$ cat src/cas_pkg.sv
// Package for the concentration alarm and span check block.
// Assumes a single 200 MHz system clock and a plain register port.
package cas_pkg;

    // -------------------------------------------------------------------
    // Register offsets
    // -------------------------------------------------------------------
    localparam logic [7:0] CAS_OFF_CTRL     = 8'h00;
    localparam logic [7:0] CAS_OFF_A1_CFG   = 8'h04;
    localparam logic [7:0] CAS_OFF_A1_SET   = 8'h08;
    localparam logic [7:0] CAS_OFF_A2_CFG   = 8'h0c;
    localparam logic [7:0] CAS_OFF_A2_SET   = 8'h10;
    localparam logic [7:0] CAS_OFF_CONC     = 8'h14;
    localparam logic [7:0] CAS_OFF_SPAN     = 8'h18;
    localparam logic [7:0] CAS_OFF_STATUS   = 8'h1c;
    localparam logic [7:0] CAS_OFF_IRQ_STAT = 8'h20;
    localparam logic [7:0] CAS_OFF_IRQ_MASK = 8'h24;
    localparam logic [7:0] CAS_OFF_CAL      = 8'h28;
    localparam logic [7:0] CAS_OFF_PASSWORD = 8'h2c;

    // -------------------------------------------------------------------
    // Alarm configuration field positions
    // -------------------------------------------------------------------
    localparam int CAS_CFG_HIGH  = 0;
    localparam int CAS_CFG_DEFT  = 1;
    localparam int CAS_CFG_FS    = 2;
    localparam int CAS_CFG_LATCH = 3;
    localparam logic [3:0] CAS_CFG_RESET = 4'h0;

    // Control register fields.
    localparam int CAS_CTRL_PW_EN   = 0;
    localparam int CAS_CTRL_UNLOCK  = 1;
    localparam int CAS_CTRL_STANDBY = 2;

    // Span register fields: bit 0 done strobe, bit 1 bad zero, upper bits sensitivity.
    localparam int CAS_SPAN_ZERO_BAD = 1;

    // Interrupt bit positions.
    localparam int CAS_IRQ_A1   = 0;
    localparam int CAS_IRQ_A2   = 1;
    localparam int CAS_IRQ_SPAN = 2;
    localparam int CAS_IRQ_CELL = 3;
    localparam int CAS_IRQ_W    = 4;

    // -------------------------------------------------------------------
    // Numeric limits (setpoint and concentration in 0.01 ppm units)
    // -------------------------------------------------------------------
    localparam logic [19:0] CAS_SET_MAX  = 20'hf4240;
    // Minimum sensitivity 0.5 uA/ppm expressed in nA/ppm.
    localparam logic [15:0] CAS_SENS_MIN = 16'h01f4;
    localparam logic [31:0] CAS_PASSWORD_DEF = 32'h00001234;

    // -------------------------------------------------------------------
    // Timing
    // -------------------------------------------------------------------
    localparam longint CAS_CLK_HZ      = 200000000;
    localparam longint CAS_MSG_SEC     = 5;
    localparam longint CAS_MSG_CYCLES  = CAS_MSG_SEC * CAS_CLK_HZ;

    typedef enum logic [2:0] {
        CAS_MEASURE = 3'b001,
        CAS_SPANMSG = 3'b010,
        CAS_CELLMSG = 3'b100
    } cas_mode_t;

endpackage : cas_pkg

$ cat src/cas_alarm_chan.sv
// One concentration alarm channel with relay drive.
// Assumes configuration and samples arrive synchronous to the clock.
module cas_alarm_chan
    import cas_pkg::*;
#(
    parameter int CONC_W = 20
) (
    input  wire logic              clk,
    input  wire logic              rst_n,
    input  wire logic [CONC_W-1:0] conc,
    input  wire logic              conc_valid,
    input  wire logic [CONC_W-1:0] setpoint,
    input  wire logic [3:0]        cfg,
    output logic                   active,
    output logic                   relay,
    output logic                   trip
);
    initial begin
        if (CONC_W < 20) $error("CONC_W too small for setpoint range");
    end

    logic active_r;
    logic active_nxt;
    logic relay_r;
    logic [3:0] cfg_d_r;

    wire cfg_high   = cfg[CAS_CFG_HIGH];
    wire cfg_defeat = cfg[CAS_CFG_DEFT];
    wire cfg_fs     = cfg[CAS_CFG_FS];
    wire cfg_latch  = cfg[CAS_CFG_LATCH];
    wire above      = conc > setpoint;
    wire below      = conc < setpoint;
    wire cond       = cfg_high ? above : below;
    wire defeat_off = cfg_d_r[CAS_CFG_DEFT] & ~cfg_defeat;
    wire latch_on   = ~cfg_d_r[CAS_CFG_LATCH] & cfg_latch;
    wire clr_latch  = defeat_off | latch_on;
    wire fire       = conc_valid & cond & ~cfg_defeat;
    wire hold       = cfg_latch & active_r & ~clr_latch;

    // Non-latched alarms follow the condition on each sample.
    assign active_nxt = cfg_defeat ? 1'b0 :
                        fire       ? 1'b1 :
                        hold       ? 1'b1 :
                        conc_valid ? 1'b0 :
                        (active_r & ~clr_latch & ~(~cfg_latch & ~cond));

    always_ff @(posedge clk or negedge rst_n) begin
        if (!rst_n) begin
            active_r <= 1'b0;
            relay_r  <= 1'b0;
            cfg_d_r  <= CAS_CFG_RESET;
        end else begin
            active_r <= active_nxt;
            relay_r  <= cfg_fs ? ~active_nxt : active_nxt;
            cfg_d_r  <= cfg;
        end
    end

    assign active = active_r;
    assign relay  = relay_r;
    assign trip   = active_nxt & ~active_r;
endmodule : cas_alarm_chan

$ cat src/cas_cal_backup.sv
// Holds the active calibration words and a copy of the last loaded set for restore.
// Assumes one update request at a time from the span checker.
module cas_cal_backup #(
    parameter int W = 32
) (
    input  wire logic         clk,
    input  wire logic         rst_n,
    input  wire logic         load,
    input  wire logic [W-1:0] new_val,
    input  wire logic         restore,
    output logic [W-1:0]      cal_val
);
    logic [W-1:0] cur_r;
    logic [W-1:0] prev_r;

    always_ff @(posedge clk or negedge rst_n) begin
        if (!rst_n) begin
            cur_r  <= '0;
            prev_r <= '0;
        end else if (load) begin
            prev_r <= new_val;
            cur_r  <= new_val;
        end else if (restore) begin
            cur_r  <= prev_r;
        end
    end

    assign cal_val = cur_r;
endmodule : cas_cal_backup

$ cat src/cas_conc_alarm_top.sv
// Top of the concentration alarm and span check block.
// Assumes software on a plain register port and relays on flop outputs.
//
// What this block does
// - Reject span below 0.5 uA/ppm, restore calibration.
// - Span reject: system alarm; five second message only if it comes while measuring.
// - Keep calibration-fail indicator while measuring.
// - Fail state clears only by standby cycle.
// - Two concentration alarms, one system alarm relay.
// - High alarm trips above setpoint.
// - Low alarm trips below setpoint.
// - Failsafe relay de-energizes when alarm active.
// - Latched alarm holds until explicitly reset.
// - Non-latched alarm clears on returning condition.
// - Defeated alarm never activates.
// - Setpoint range 0.00 to 10,000.00 ppm.
// - Defeat yes-then-no clears latched alarm.
// - Latch no-then-yes clears latched alarm.
// - Password lock blocks alarm configuration writes.
// - Bad zero: system alarm, cell failure shown.
module cas_conc_alarm_top
    import cas_pkg::*;
#(
    parameter longint MSG_CYCLES = CAS_MSG_CYCLES
) (
    input  wire logic        CLK_SYS_IN,
    input  wire logic        ARST_N_IN,
    input  wire logic [7:0]  ADDR_IN,
    input  wire logic [31:0] WDATA_IN,
    input  wire logic        WR_IN,
    input  wire logic        RD_IN,
    output logic      [31:0] RDATA_OUT,
    output logic             RELAY_ONE_OUT,
    output logic             RELAY_TWO_OUT,
    output logic             RELAY_SYS_OUT,
    output logic             CAL_FAIL_FLAG_OUT,
    output logic             SPAN_MSG_OUT,
    output logic             CELL_MSG_OUT,
    output logic             IRQ_OUT
);
    import cas_pkg::*;

    initial begin
        if (MSG_CYCLES < 1) $error("MSG_CYCLES must be at least one");
    end

    // -------------------------------------------------------------------
    // Reset synchroniser
    // -------------------------------------------------------------------
    logic rst_s1_r;
    logic rst_n;
    always_ff @(posedge CLK_SYS_IN or negedge ARST_N_IN) begin
        if (!ARST_N_IN) begin
            rst_s1_r <= 1'b0;
            rst_n    <= 1'b0;
        end else begin
            rst_s1_r <= 1'b1;
            rst_n    <= rst_s1_r;
        end
    end

    // -------------------------------------------------------------------
    // Register decode
    // -------------------------------------------------------------------
    logic [2:0]  ctrl_r;
    logic [3:0]  a1_cfg_r;
    logic [3:0]  a2_cfg_r;
    logic [19:0] a1_set_r;
    logic [19:0] a2_set_r;
    logic [19:0] conc_r;
    logic        conc_valid_r;
    logic [31:0] cal_new_r;
    logic [31:0] password_r;
    logic [CAS_IRQ_W-1:0] irq_stat_r;
    logic [CAS_IRQ_W-1:0] irq_stat_nxt;
    logic [CAS_IRQ_W-1:0] irq_mask_r;
    logic        unlocked_r;

    wire wr_ctrl  = WR_IN & (ADDR_IN == CAS_OFF_CTRL);
    wire wr_a1c   = WR_IN & (ADDR_IN == CAS_OFF_A1_CFG);
    wire wr_a1s   = WR_IN & (ADDR_IN == CAS_OFF_A1_SET);
    wire wr_a2c   = WR_IN & (ADDR_IN == CAS_OFF_A2_CFG);
    wire wr_a2s   = WR_IN & (ADDR_IN == CAS_OFF_A2_SET);
    wire wr_conc  = WR_IN & (ADDR_IN == CAS_OFF_CONC);
    wire wr_span  = WR_IN & (ADDR_IN == CAS_OFF_SPAN);
    wire wr_mask  = WR_IN & (ADDR_IN == CAS_OFF_IRQ_MASK);
    wire wr_cal   = WR_IN & (ADDR_IN == CAS_OFF_CAL);
    wire wr_pw    = WR_IN & (ADDR_IN == CAS_OFF_PASSWORD);
    wire rd_irq   = RD_IN & (ADDR_IN == CAS_OFF_IRQ_STAT);

    // Configuration writes pass only when protection is off or unlocked.
    wire cfg_ok   = ~ctrl_r[CAS_CTRL_PW_EN] | unlocked_r;
    wire set_ok   = WDATA_IN <= 32'(CAS_SET_MAX);
    wire pw_match = WDATA_IN == password_r;

    // Standby cycle: rising edge of the standby control bit.
    logic standby_d_r;
    wire  standby_rise = ctrl_r[CAS_CTRL_STANDBY] & ~standby_d_r;

    always_ff @(posedge CLK_SYS_IN or negedge rst_n) begin
        if (!rst_n) begin
            ctrl_r       <= 3'h0;
            a1_cfg_r     <= CAS_CFG_RESET;
            a2_cfg_r     <= CAS_CFG_RESET;
            a1_set_r     <= 20'h00000;
            a2_set_r     <= 20'h00000;
            conc_r       <= 20'h00000;
            conc_valid_r <= 1'b0;
            cal_new_r    <= 32'h00000000;
            password_r   <= CAS_PASSWORD_DEF;
            irq_mask_r   <= '0;
            unlocked_r   <= 1'b0;
            standby_d_r  <= 1'b0;
        end else begin
            standby_d_r  <= ctrl_r[CAS_CTRL_STANDBY];
            conc_valid_r <= wr_conc;
            if (wr_ctrl) begin
                ctrl_r[CAS_CTRL_STANDBY] <= WDATA_IN[CAS_CTRL_STANDBY];
                if (cfg_ok) begin
                    ctrl_r[CAS_CTRL_PW_EN] <= WDATA_IN[CAS_CTRL_PW_EN];
                end
                if (WDATA_IN[CAS_CTRL_UNLOCK] == 1'b0) begin
                    unlocked_r <= 1'b0;
                end
            end
            if (wr_pw) begin
                if (cfg_ok) begin
                    password_r <= WDATA_IN;
                end else if (pw_match) begin
                    unlocked_r <= 1'b1;
                end
            end
            if (wr_a1c && cfg_ok) begin
                a1_cfg_r <= WDATA_IN[3:0];
            end
            if (wr_a2c && cfg_ok) begin
                a2_cfg_r <= WDATA_IN[3:0];
            end
            if (wr_a1s && cfg_ok && set_ok) begin
                a1_set_r <= WDATA_IN[19:0];
            end
            if (wr_a2s && cfg_ok && set_ok) begin
                a2_set_r <= WDATA_IN[19:0];
            end
            if (wr_conc) begin
                conc_r <= WDATA_IN[19:0];
            end
            if (wr_cal) begin
                cal_new_r <= WDATA_IN;
            end
            if (wr_mask) begin
                irq_mask_r <= WDATA_IN[CAS_IRQ_W-1:0];
            end
        end
    end

    // -------------------------------------------------------------------
    // Concentration alarms
    // -------------------------------------------------------------------
    logic [1:0] al_active;
    logic [1:0] al_relay;
    logic [1:0] al_trip;

    cas_alarm_chan #(.CONC_W(20)) u_conc_alarm_one (
        .clk        (CLK_SYS_IN),
        .rst_n      (rst_n),
        .conc       (conc_r),
        .conc_valid (conc_valid_r),
        .setpoint   (a1_set_r),
        .cfg        (a1_cfg_r),
        .active     (al_active[0]),
        .relay      (al_relay[0]),
        .trip       (al_trip[0])
    );

    cas_alarm_chan #(.CONC_W(20)) u_conc_alarm_two (
        .clk        (CLK_SYS_IN),
        .rst_n      (rst_n),
        .conc       (conc_r),
        .conc_valid (conc_valid_r),
        .setpoint   (a2_set_r),
        .cfg        (a2_cfg_r),
        .active     (al_active[1]),
        .relay      (al_relay[1]),
        .trip       (al_trip[1])
    );

    // -------------------------------------------------------------------
    // Span check and system alarm
    // -------------------------------------------------------------------
    wire        span_done  = wr_span & WDATA_IN[0];
    wire        zero_bad   = wr_span & WDATA_IN[CAS_SPAN_ZERO_BAD];
    wire [15:0] span_sens  = WDATA_IN[31:16];
    wire        span_rej   = span_done & (span_sens < CAS_SENS_MIN);
    wire        span_good  = span_done & ~span_rej;

    logic [31:0] cal_val;
    cas_cal_backup #(.W(32)) u_cal_backup (
        .clk     (CLK_SYS_IN),
        .rst_n   (rst_n),
        .load    (span_good),
        .new_val (cal_new_r),
        .restore (span_rej),
        .cal_val (cal_val)
    );

    cas_mode_t mode_r;
    cas_mode_t mode_nxt;
    logic [31:0] msg_cnt_r;
    logic        cal_fail_r;
    logic        sys_alarm_r;
    logic        cell_fail_r;

    localparam logic [31:0] MSG_LAST = 32'(MSG_CYCLES - 1);
    wire msg_done = msg_cnt_r == MSG_LAST;

    always_comb begin
        mode_nxt = mode_r;
        unique case (mode_r)
            CAS_MEASURE: begin
                if (span_rej) begin
                    mode_nxt = CAS_SPANMSG;
                end else if (zero_bad) begin
                    mode_nxt = CAS_CELLMSG;
                end
            end
            CAS_SPANMSG, CAS_CELLMSG: begin
                if (msg_done) begin
                    mode_nxt = CAS_MEASURE;
                end
            end
            default: mode_nxt = CAS_MEASURE;
        endcase
    end

    always_ff @(posedge CLK_SYS_IN or negedge rst_n) begin
        if (!rst_n) begin
            mode_r      <= CAS_MEASURE;
            msg_cnt_r   <= 32'h00000000;
            cal_fail_r  <= 1'b0;
            sys_alarm_r <= 1'b0;
            cell_fail_r <= 1'b0;
        end else begin
            mode_r    <= mode_nxt;
            msg_cnt_r <= (mode_nxt != mode_r || mode_r == CAS_MEASURE) ? 32'h00000000
                                                                      : msg_cnt_r + 32'h1;
            // Set wins over the standby clear; a good span never clears.
            cal_fail_r  <= span_rej | (cal_fail_r & ~standby_rise);
            cell_fail_r <= zero_bad | (cell_fail_r & ~standby_rise);
            sys_alarm_r <= span_rej | zero_bad | (sys_alarm_r & ~standby_rise);
        end
    end

    // -------------------------------------------------------------------
    // Interrupts and read data
    // -------------------------------------------------------------------
    wire [CAS_IRQ_W-1:0] irq_evt = {zero_bad, span_rej, al_trip};
    assign irq_stat_nxt = irq_evt | (rd_irq ? '0 : irq_stat_r);

    logic [31:0] rd_mux;
    always_comb begin
        unique case (ADDR_IN)
            CAS_OFF_CTRL:     rd_mux = {29'h0, ctrl_r[2], unlocked_r, ctrl_r[0]};
            CAS_OFF_A1_CFG:   rd_mux = {28'h0, a1_cfg_r};
            CAS_OFF_A1_SET:   rd_mux = {12'h0, a1_set_r};
            CAS_OFF_A2_CFG:   rd_mux = {28'h0, a2_cfg_r};
            CAS_OFF_A2_SET:   rd_mux = {12'h0, a2_set_r};
            CAS_OFF_CONC:     rd_mux = {12'h0, conc_r};
            CAS_OFF_STATUS:   rd_mux = {24'h0, mode_r, cell_fail_r, sys_alarm_r,
                                        cal_fail_r, al_active};
            CAS_OFF_IRQ_STAT: rd_mux = {28'h0, irq_stat_r};
            CAS_OFF_IRQ_MASK: rd_mux = {28'h0, irq_mask_r};
            CAS_OFF_CAL:      rd_mux = cal_val;
            default:          rd_mux = 32'h00000000;
        endcase
    end

    always_ff @(posedge CLK_SYS_IN or negedge rst_n) begin
        if (!rst_n) begin
            irq_stat_r        <= '0;
            RDATA_OUT         <= 32'h00000000;
            IRQ_OUT           <= 1'b0;
            RELAY_ONE_OUT     <= 1'b0;
            RELAY_TWO_OUT     <= 1'b0;
            RELAY_SYS_OUT     <= 1'b0;
            CAL_FAIL_FLAG_OUT <= 1'b0;
            SPAN_MSG_OUT      <= 1'b0;
            CELL_MSG_OUT      <= 1'b0;
        end else begin
            irq_stat_r        <= irq_stat_nxt;
            RDATA_OUT         <= RD_IN ? rd_mux : 32'h00000000;
            IRQ_OUT           <= |(irq_stat_nxt & irq_mask_r);
            RELAY_ONE_OUT     <= al_relay[0];
            RELAY_TWO_OUT     <= al_relay[1];
            // System relay is failsafe: energized while healthy.
            RELAY_SYS_OUT     <= ~sys_alarm_r;
            CAL_FAIL_FLAG_OUT <= cal_fail_r;
            SPAN_MSG_OUT      <= mode_r == CAS_SPANMSG;
            CELL_MSG_OUT      <= cell_fail_r;
        end
    end
endmodule : cas_conc_alarm_top

$ cat config.mk
export PLATFORM = sky130hd
export DESIGN_NAME = cas_conc_alarm_top
export DESIGN_NICKNAME = d
export VERILOG_FILES = /design/src/cas_pkg.sv /design/src/cas_alarm_chan.sv /design/src/cas_cal_backup.sv /design/src/cas_conc_alarm_top.sv
export SDC_FILE = /design/constraint.sdc
export NUM_CORES = 1
export LEC_CHECK = 0
export BUFFER_PORTS_ARGS = -buffer_cell sky130_fd_sc_hd__buf_2
export CAP_MARGIN = 10
export CORE_UTILIZATION = 55
export DETAILED_ROUTE_END_ITERATION = 10
export GPL_TIMING_DRIVEN = 0
export MAX_ROUTING_LAYER = met4
export PLACE_DENSITY = 0.79
export SLEW_MARGIN = 40
export SYNTH_ARGS = -nofsm -noshare
export SYNTH_HDL_FRONTEND = slang
export SYNTH_SLANG_ARGS = --single-unit
$ cat constraint.sdc
create_clock -name CLK_SYS_IN -period 8.1 [get_ports CLK_SYS_IN]
set_input_delay 0.81 -clock CLK_SYS_IN [delete_from_list [all_inputs] [get_ports CLK_SYS_IN]]
set_output_delay 0.81 -clock CLK_SYS_IN [all_outputs]
set_load 0.05 [all_outputs]
==> results_tabular.tex <==
\begin{tabular}{lr}
\hline
Metric & Value \\
\hline
\multicolumn{2}{l}{\textbf{Routing}} \\
Vias per cell & 5.801 \\
Initial DRC Count & 525 \\
Number of routed nets with antenna violations & 0 \\
Vias & 8,835 \\
Number of DRC violations after detailed routing & 0 \\
Number of search-and-repair iterations in the first detailed-routing pass & 5 \\
WL/cell & 19.81 µm \\
Routed wire length & 30.17 mm \\
\multicolumn{2}{l}{\textbf{Synth}} \\
Average cell area after synthesis & 12.64 µm² \\
Most instantiated library cell after synthesis & dfrtp\_1 \\
Dominant cells by area after synthesis & dfrtp\_1 54\%, mux2\_2 13\%, mux2\_4 4.5\% \\
Synthesized net count & 1,141 \\
Ys async rst share & 1.000 \\
Sequential-to-total area share from yosys stat & 0.5553 \\
Synth Warn \# & 0 \\
Post-synth top flop & dfrtp\_1 \\
Post-synth top area cell & dfrtp\_1 \\
Count of cell types in the netlist & 55 \\
Share of Yosys cell area claimed by the top area cell type & 0.5435 \\
Synthesis-stage register bit count & 296 \\
Most used standard cells in the synthesized netlist & 290 x dfrtp\_1, 151 x mux2\_2, 56 x inv\_1, 56 x nor2\_1, 48 x nand2\_1 \\
Post-synth design cell area & 13,350 µm² \\
Number of enable-type register cells in the synthesized netlist & 0 \\
Mapped Cells & 1,056 \\
\multicolumn{2}{l}{\textbf{Clock tree}} \\
Post CTS Setup Buffer Count & 0 \\
Reg clk slew, reported paths & 0.06 ns \\
Buffer type at the clock tree root & clkbuf\_16 \\
Number of gates given a new drive strength after cts & 0 \\
TritonCTS clock tree & done \\
Level count of the clock H-tree & 1 \\
Clk\_lat worst skew & 0.56 ns \\
Longest Clk Path Bufs & 3 \\
Num CTS Buffers & 31 \\
Number of buffers inserted for hold repair after clock tree synthesis & 0 \\
Number of sinks driven by the clock tree & 296 \\
\multicolumn{2}{l}{\textbf{STA}} \\
Minimum period implied by the final worst setup slack & 3.014 ns \\
Relative slew margins & 0.4612 \\
Final worst path period share & 0.3721 \\
Final setup fails & 0 \\
Transition time of the tightest slew-check pin & 0.8083 ns \\
Post-route setup TNS & 0 ns \\
Endpoints failing hold & 0 \\
Highest clock rate & 331.8 MHz \\
Max Clock Skew & 0.01152 ns \\
RSZ-0062 raised after global routing & no \\
Slew Viols, Final & 0 \\
\multicolumn{2}{l}{\textbf{Die}} \\
Top-level port count & 83 \\
Chip Height & 157.8 µm \\
Width of the chip & 157.8 µm \\
FP Rows & 56 \\
Effective utilization at floorplan & 0.5655 \\
Die area & 24,910 µm² \\
Core Area & 23,610 µm² \\
\multicolumn{2}{l}{\textbf{Critical path}} \\
CP Capture Type & flip-flop \\
Cell Chain, Critical Path & buf\_2 > nor3\_1 > nand2\_1 > nor2\_1 > clkbuf\_1 > buf\_1 > a22oi\_1 > a21oi\_1 \\
Critical path fanouts, max & 10 \\
Required time reported for the critical path endpoint & 8.56 ns \\
Slowest Stage Delay on Critical Path & 0.59 ns \\
Slowest CP cell & buf\_1 \\
Critical path startpoint category & primary input \\
Arrival time of the worst setup path & 3.48 ns \\
Critical Setup Path Class & in -> reg \\
\multicolumn{2}{l}{\textbf{Global routing}} \\
Wire length of the first global-routing pass & 48.65 mm \\
Tot GR Track Use & 0.2629 \\
Largest net degree at the start of global routing & 44 \\
Global-route congestion overflow total & 0 \\
Antenna violations before repair & 0 \\
Number of global-route vias before repair & 9,026 \\
\multicolumn{2}{l}{\textbf{Cells and area}} \\
\# nets final & 1,264 \\
FILL cells & 1,775 \\
Share of cells above drive strength 1 & 0.2932 \\
Count of inserted antenna diode cells & 0 \\
Flip-flop and latch area & 7418 µm² \\
Area of the multi-input gates & 5545 µm² \\
Non-filler cells, final & 1,523 \\
Layout-stage area growth over the synthesis result & 15.35\% \\
\multicolumn{2}{l}{\textbf{Placement}} \\
Post-placement cell count & 1,465 \\
Number of I/O port buffers & 81 \\
Half-perimeter wire length after detailed placement & 21.56 mm \\
Routability cong. & 0.9085 \\
\multicolumn{2}{l}{\textbf{Pwr}} \\
Power Dens Cells & 208.2 nW/µm² \\
Leakage power & 7.581 nW \\
Worst voltage drop across the vdd grid & 165.1 µV \\
\multicolumn{2}{l}{\textbf{Flow run}} \\
Total of max-cap violations & 0 \\
\multicolumn{2}{l}{\textbf{Run status}} \\
Outcome & finished, final reports clean \\
\multicolumn{2}{l}{\textbf{Worst hold path}} \\
Worst hold path type & in -> async \\
\hline
\end{tabular}
## sequential cells by signal, summed over array words and instances (netlist names), 2 cells and up
name                      count
RDATA_OUT                    32
cal_new_r                    32
msg_cnt_r                    32
password_r                   32
u_cal_backup.cal_val         32
u_cal_backup.prev_r          32
a1_set_r                     20
a2_set_r                     20
conc_r                       20
a1_cfg_r                      4
a2_cfg_r                      4
irq_mask_r                    4
irq_stat_r                    4
mode_r                        3
ctrl_r                        2
u_conc_alarm_one.cfg_d_r      2
u_conc_alarm_two.cfg_d_r      2
## through the flow
step | power [W] | utilization | worst slack, ns | area, µm² | hold slack [ns]
after CTS | 0.003227 | 0.6523 | 5.215 | 15400 | 0.006591
after global placement | 0.001749 | 0.5996 | 1.565 | 14160 | 0.3357
after detailed placement | 0.001766 | 0.6072 | 4.721 | 14340 | 0.1781
after global routing | 0.003305 | 0.6523 | 5.036 | 15400 | 0.01207
after floorplan | 0.001679 | - | 3.259 | 13350 | 0.3311
final | 0.003206 | 0.6523 | 5.086 | 15400 | 0.02509
## path summary, 6_finish.rpt
path,start,endpoint,slack (ns),depth (start not counted)
max in group asynchronous,rst_n$_DFF_PN0_,conc_r[5]$_DFFE_PN0P_,6.70,4
setup / recovery,ADDR_IN[1],RDATA_OUT[19]$_DFF_PN0_,5.09,8
hold reg to reg,rst_n$_DFF_PN0_,RDATA_OUT[25]$_DFF_PN0_,0.17,0
setup reg to reg,a2_set_r[19]$_DFFE_PN0P_,IRQ_OUT$_DFF_PN0_,5.41,9
hold / removal,ARST_N_IN,rst_n$_DFF_PN0_,0.03,1
min in group CLK_SYS_IN,rst_s1_r$_DFF_PN0_,rst_n$_DFF_PN0_,0.36,0
## report_power, final
group / leakage (nW) / total (W) / switching (W) / internal [W]
logic: 2.97 / 0.000203 / 0.000125 / 0.0000779
registers: 4.08 / 0.00154 / 0.0000244 / 0.00151
clock network: 0.531 / 0.00147 / 0.000584 / 0.000883
total: 7.58 / 0.00321 / 0.000733 / 0.00247
## per-layer routing
layer | track usage | share of wire
met2 | 0.4032 | 0.47
met1 | 0.3528 | 0.44
met5 | - | 0
met3 | 0.05229 | 0.062
met4 | 0.08368 | 0.030
## cells in the final DEF (no fill, tap or decap), types with 6 or more instances in the layout
master,instances
a21oi_1,37
a221oi_1,8
a22o_1,7
a22oi_1,33
a31oi_1,8
and2_1,6
and3_1,22
and4_1,8
buf_12,8
buf_2,84
clkbuf_1,33
clkbuf_16,31
clkbuf_8,6
clkinv_2,10
dfrtp_1,289
dfstp_2,6
ha_1,41
inv_1,56
mux2_2,151
mux2_4,40
nand2_1,48
nand2b_1,8
nand3_1,11
nand4_1,26
nor2_1,56
nor3_1,7
nor4_1,8
o21ai_0,18
xnor2_1,34
xor2_1,31
## critical path, delay by kind of cell
| family | cells | cell delay [ns] |
|---|---|---|
| AO/OA/AOI/OAI | 2 | 0.38 |
| buffers and inverters | 3 | 1.28 |
| AND/OR/NAND/NOR | 3 | 1.01 |
## area by class of cell
cell class | instances | area share
Sequential cell | 296 | 0.4816
Multi-Input combinational cell | 663 | 0.3600
Clock buffer | 42 | 0.05695
Timing Repair Buffer | 90 | 0.03745
Tap cell | 319 | 0.02591
Inverter | 56 | 0.01365
Buffer | 41 | 0.01227
Clock inverter | 16 | 0.01210
## logic make-up after synthesis
family | synth area share
and+or+nand+nor | 0.08677
AOI/OAI and AO/OA | 0.07019
muxes | 0.1765
DFF | 0.5553
other | 0.0002808
xor gates and xnor gates | 0.04264
adders and majority gates | 0.03842
buffers and inverters | 0.02989
Power figures use the tool's default switching activity.
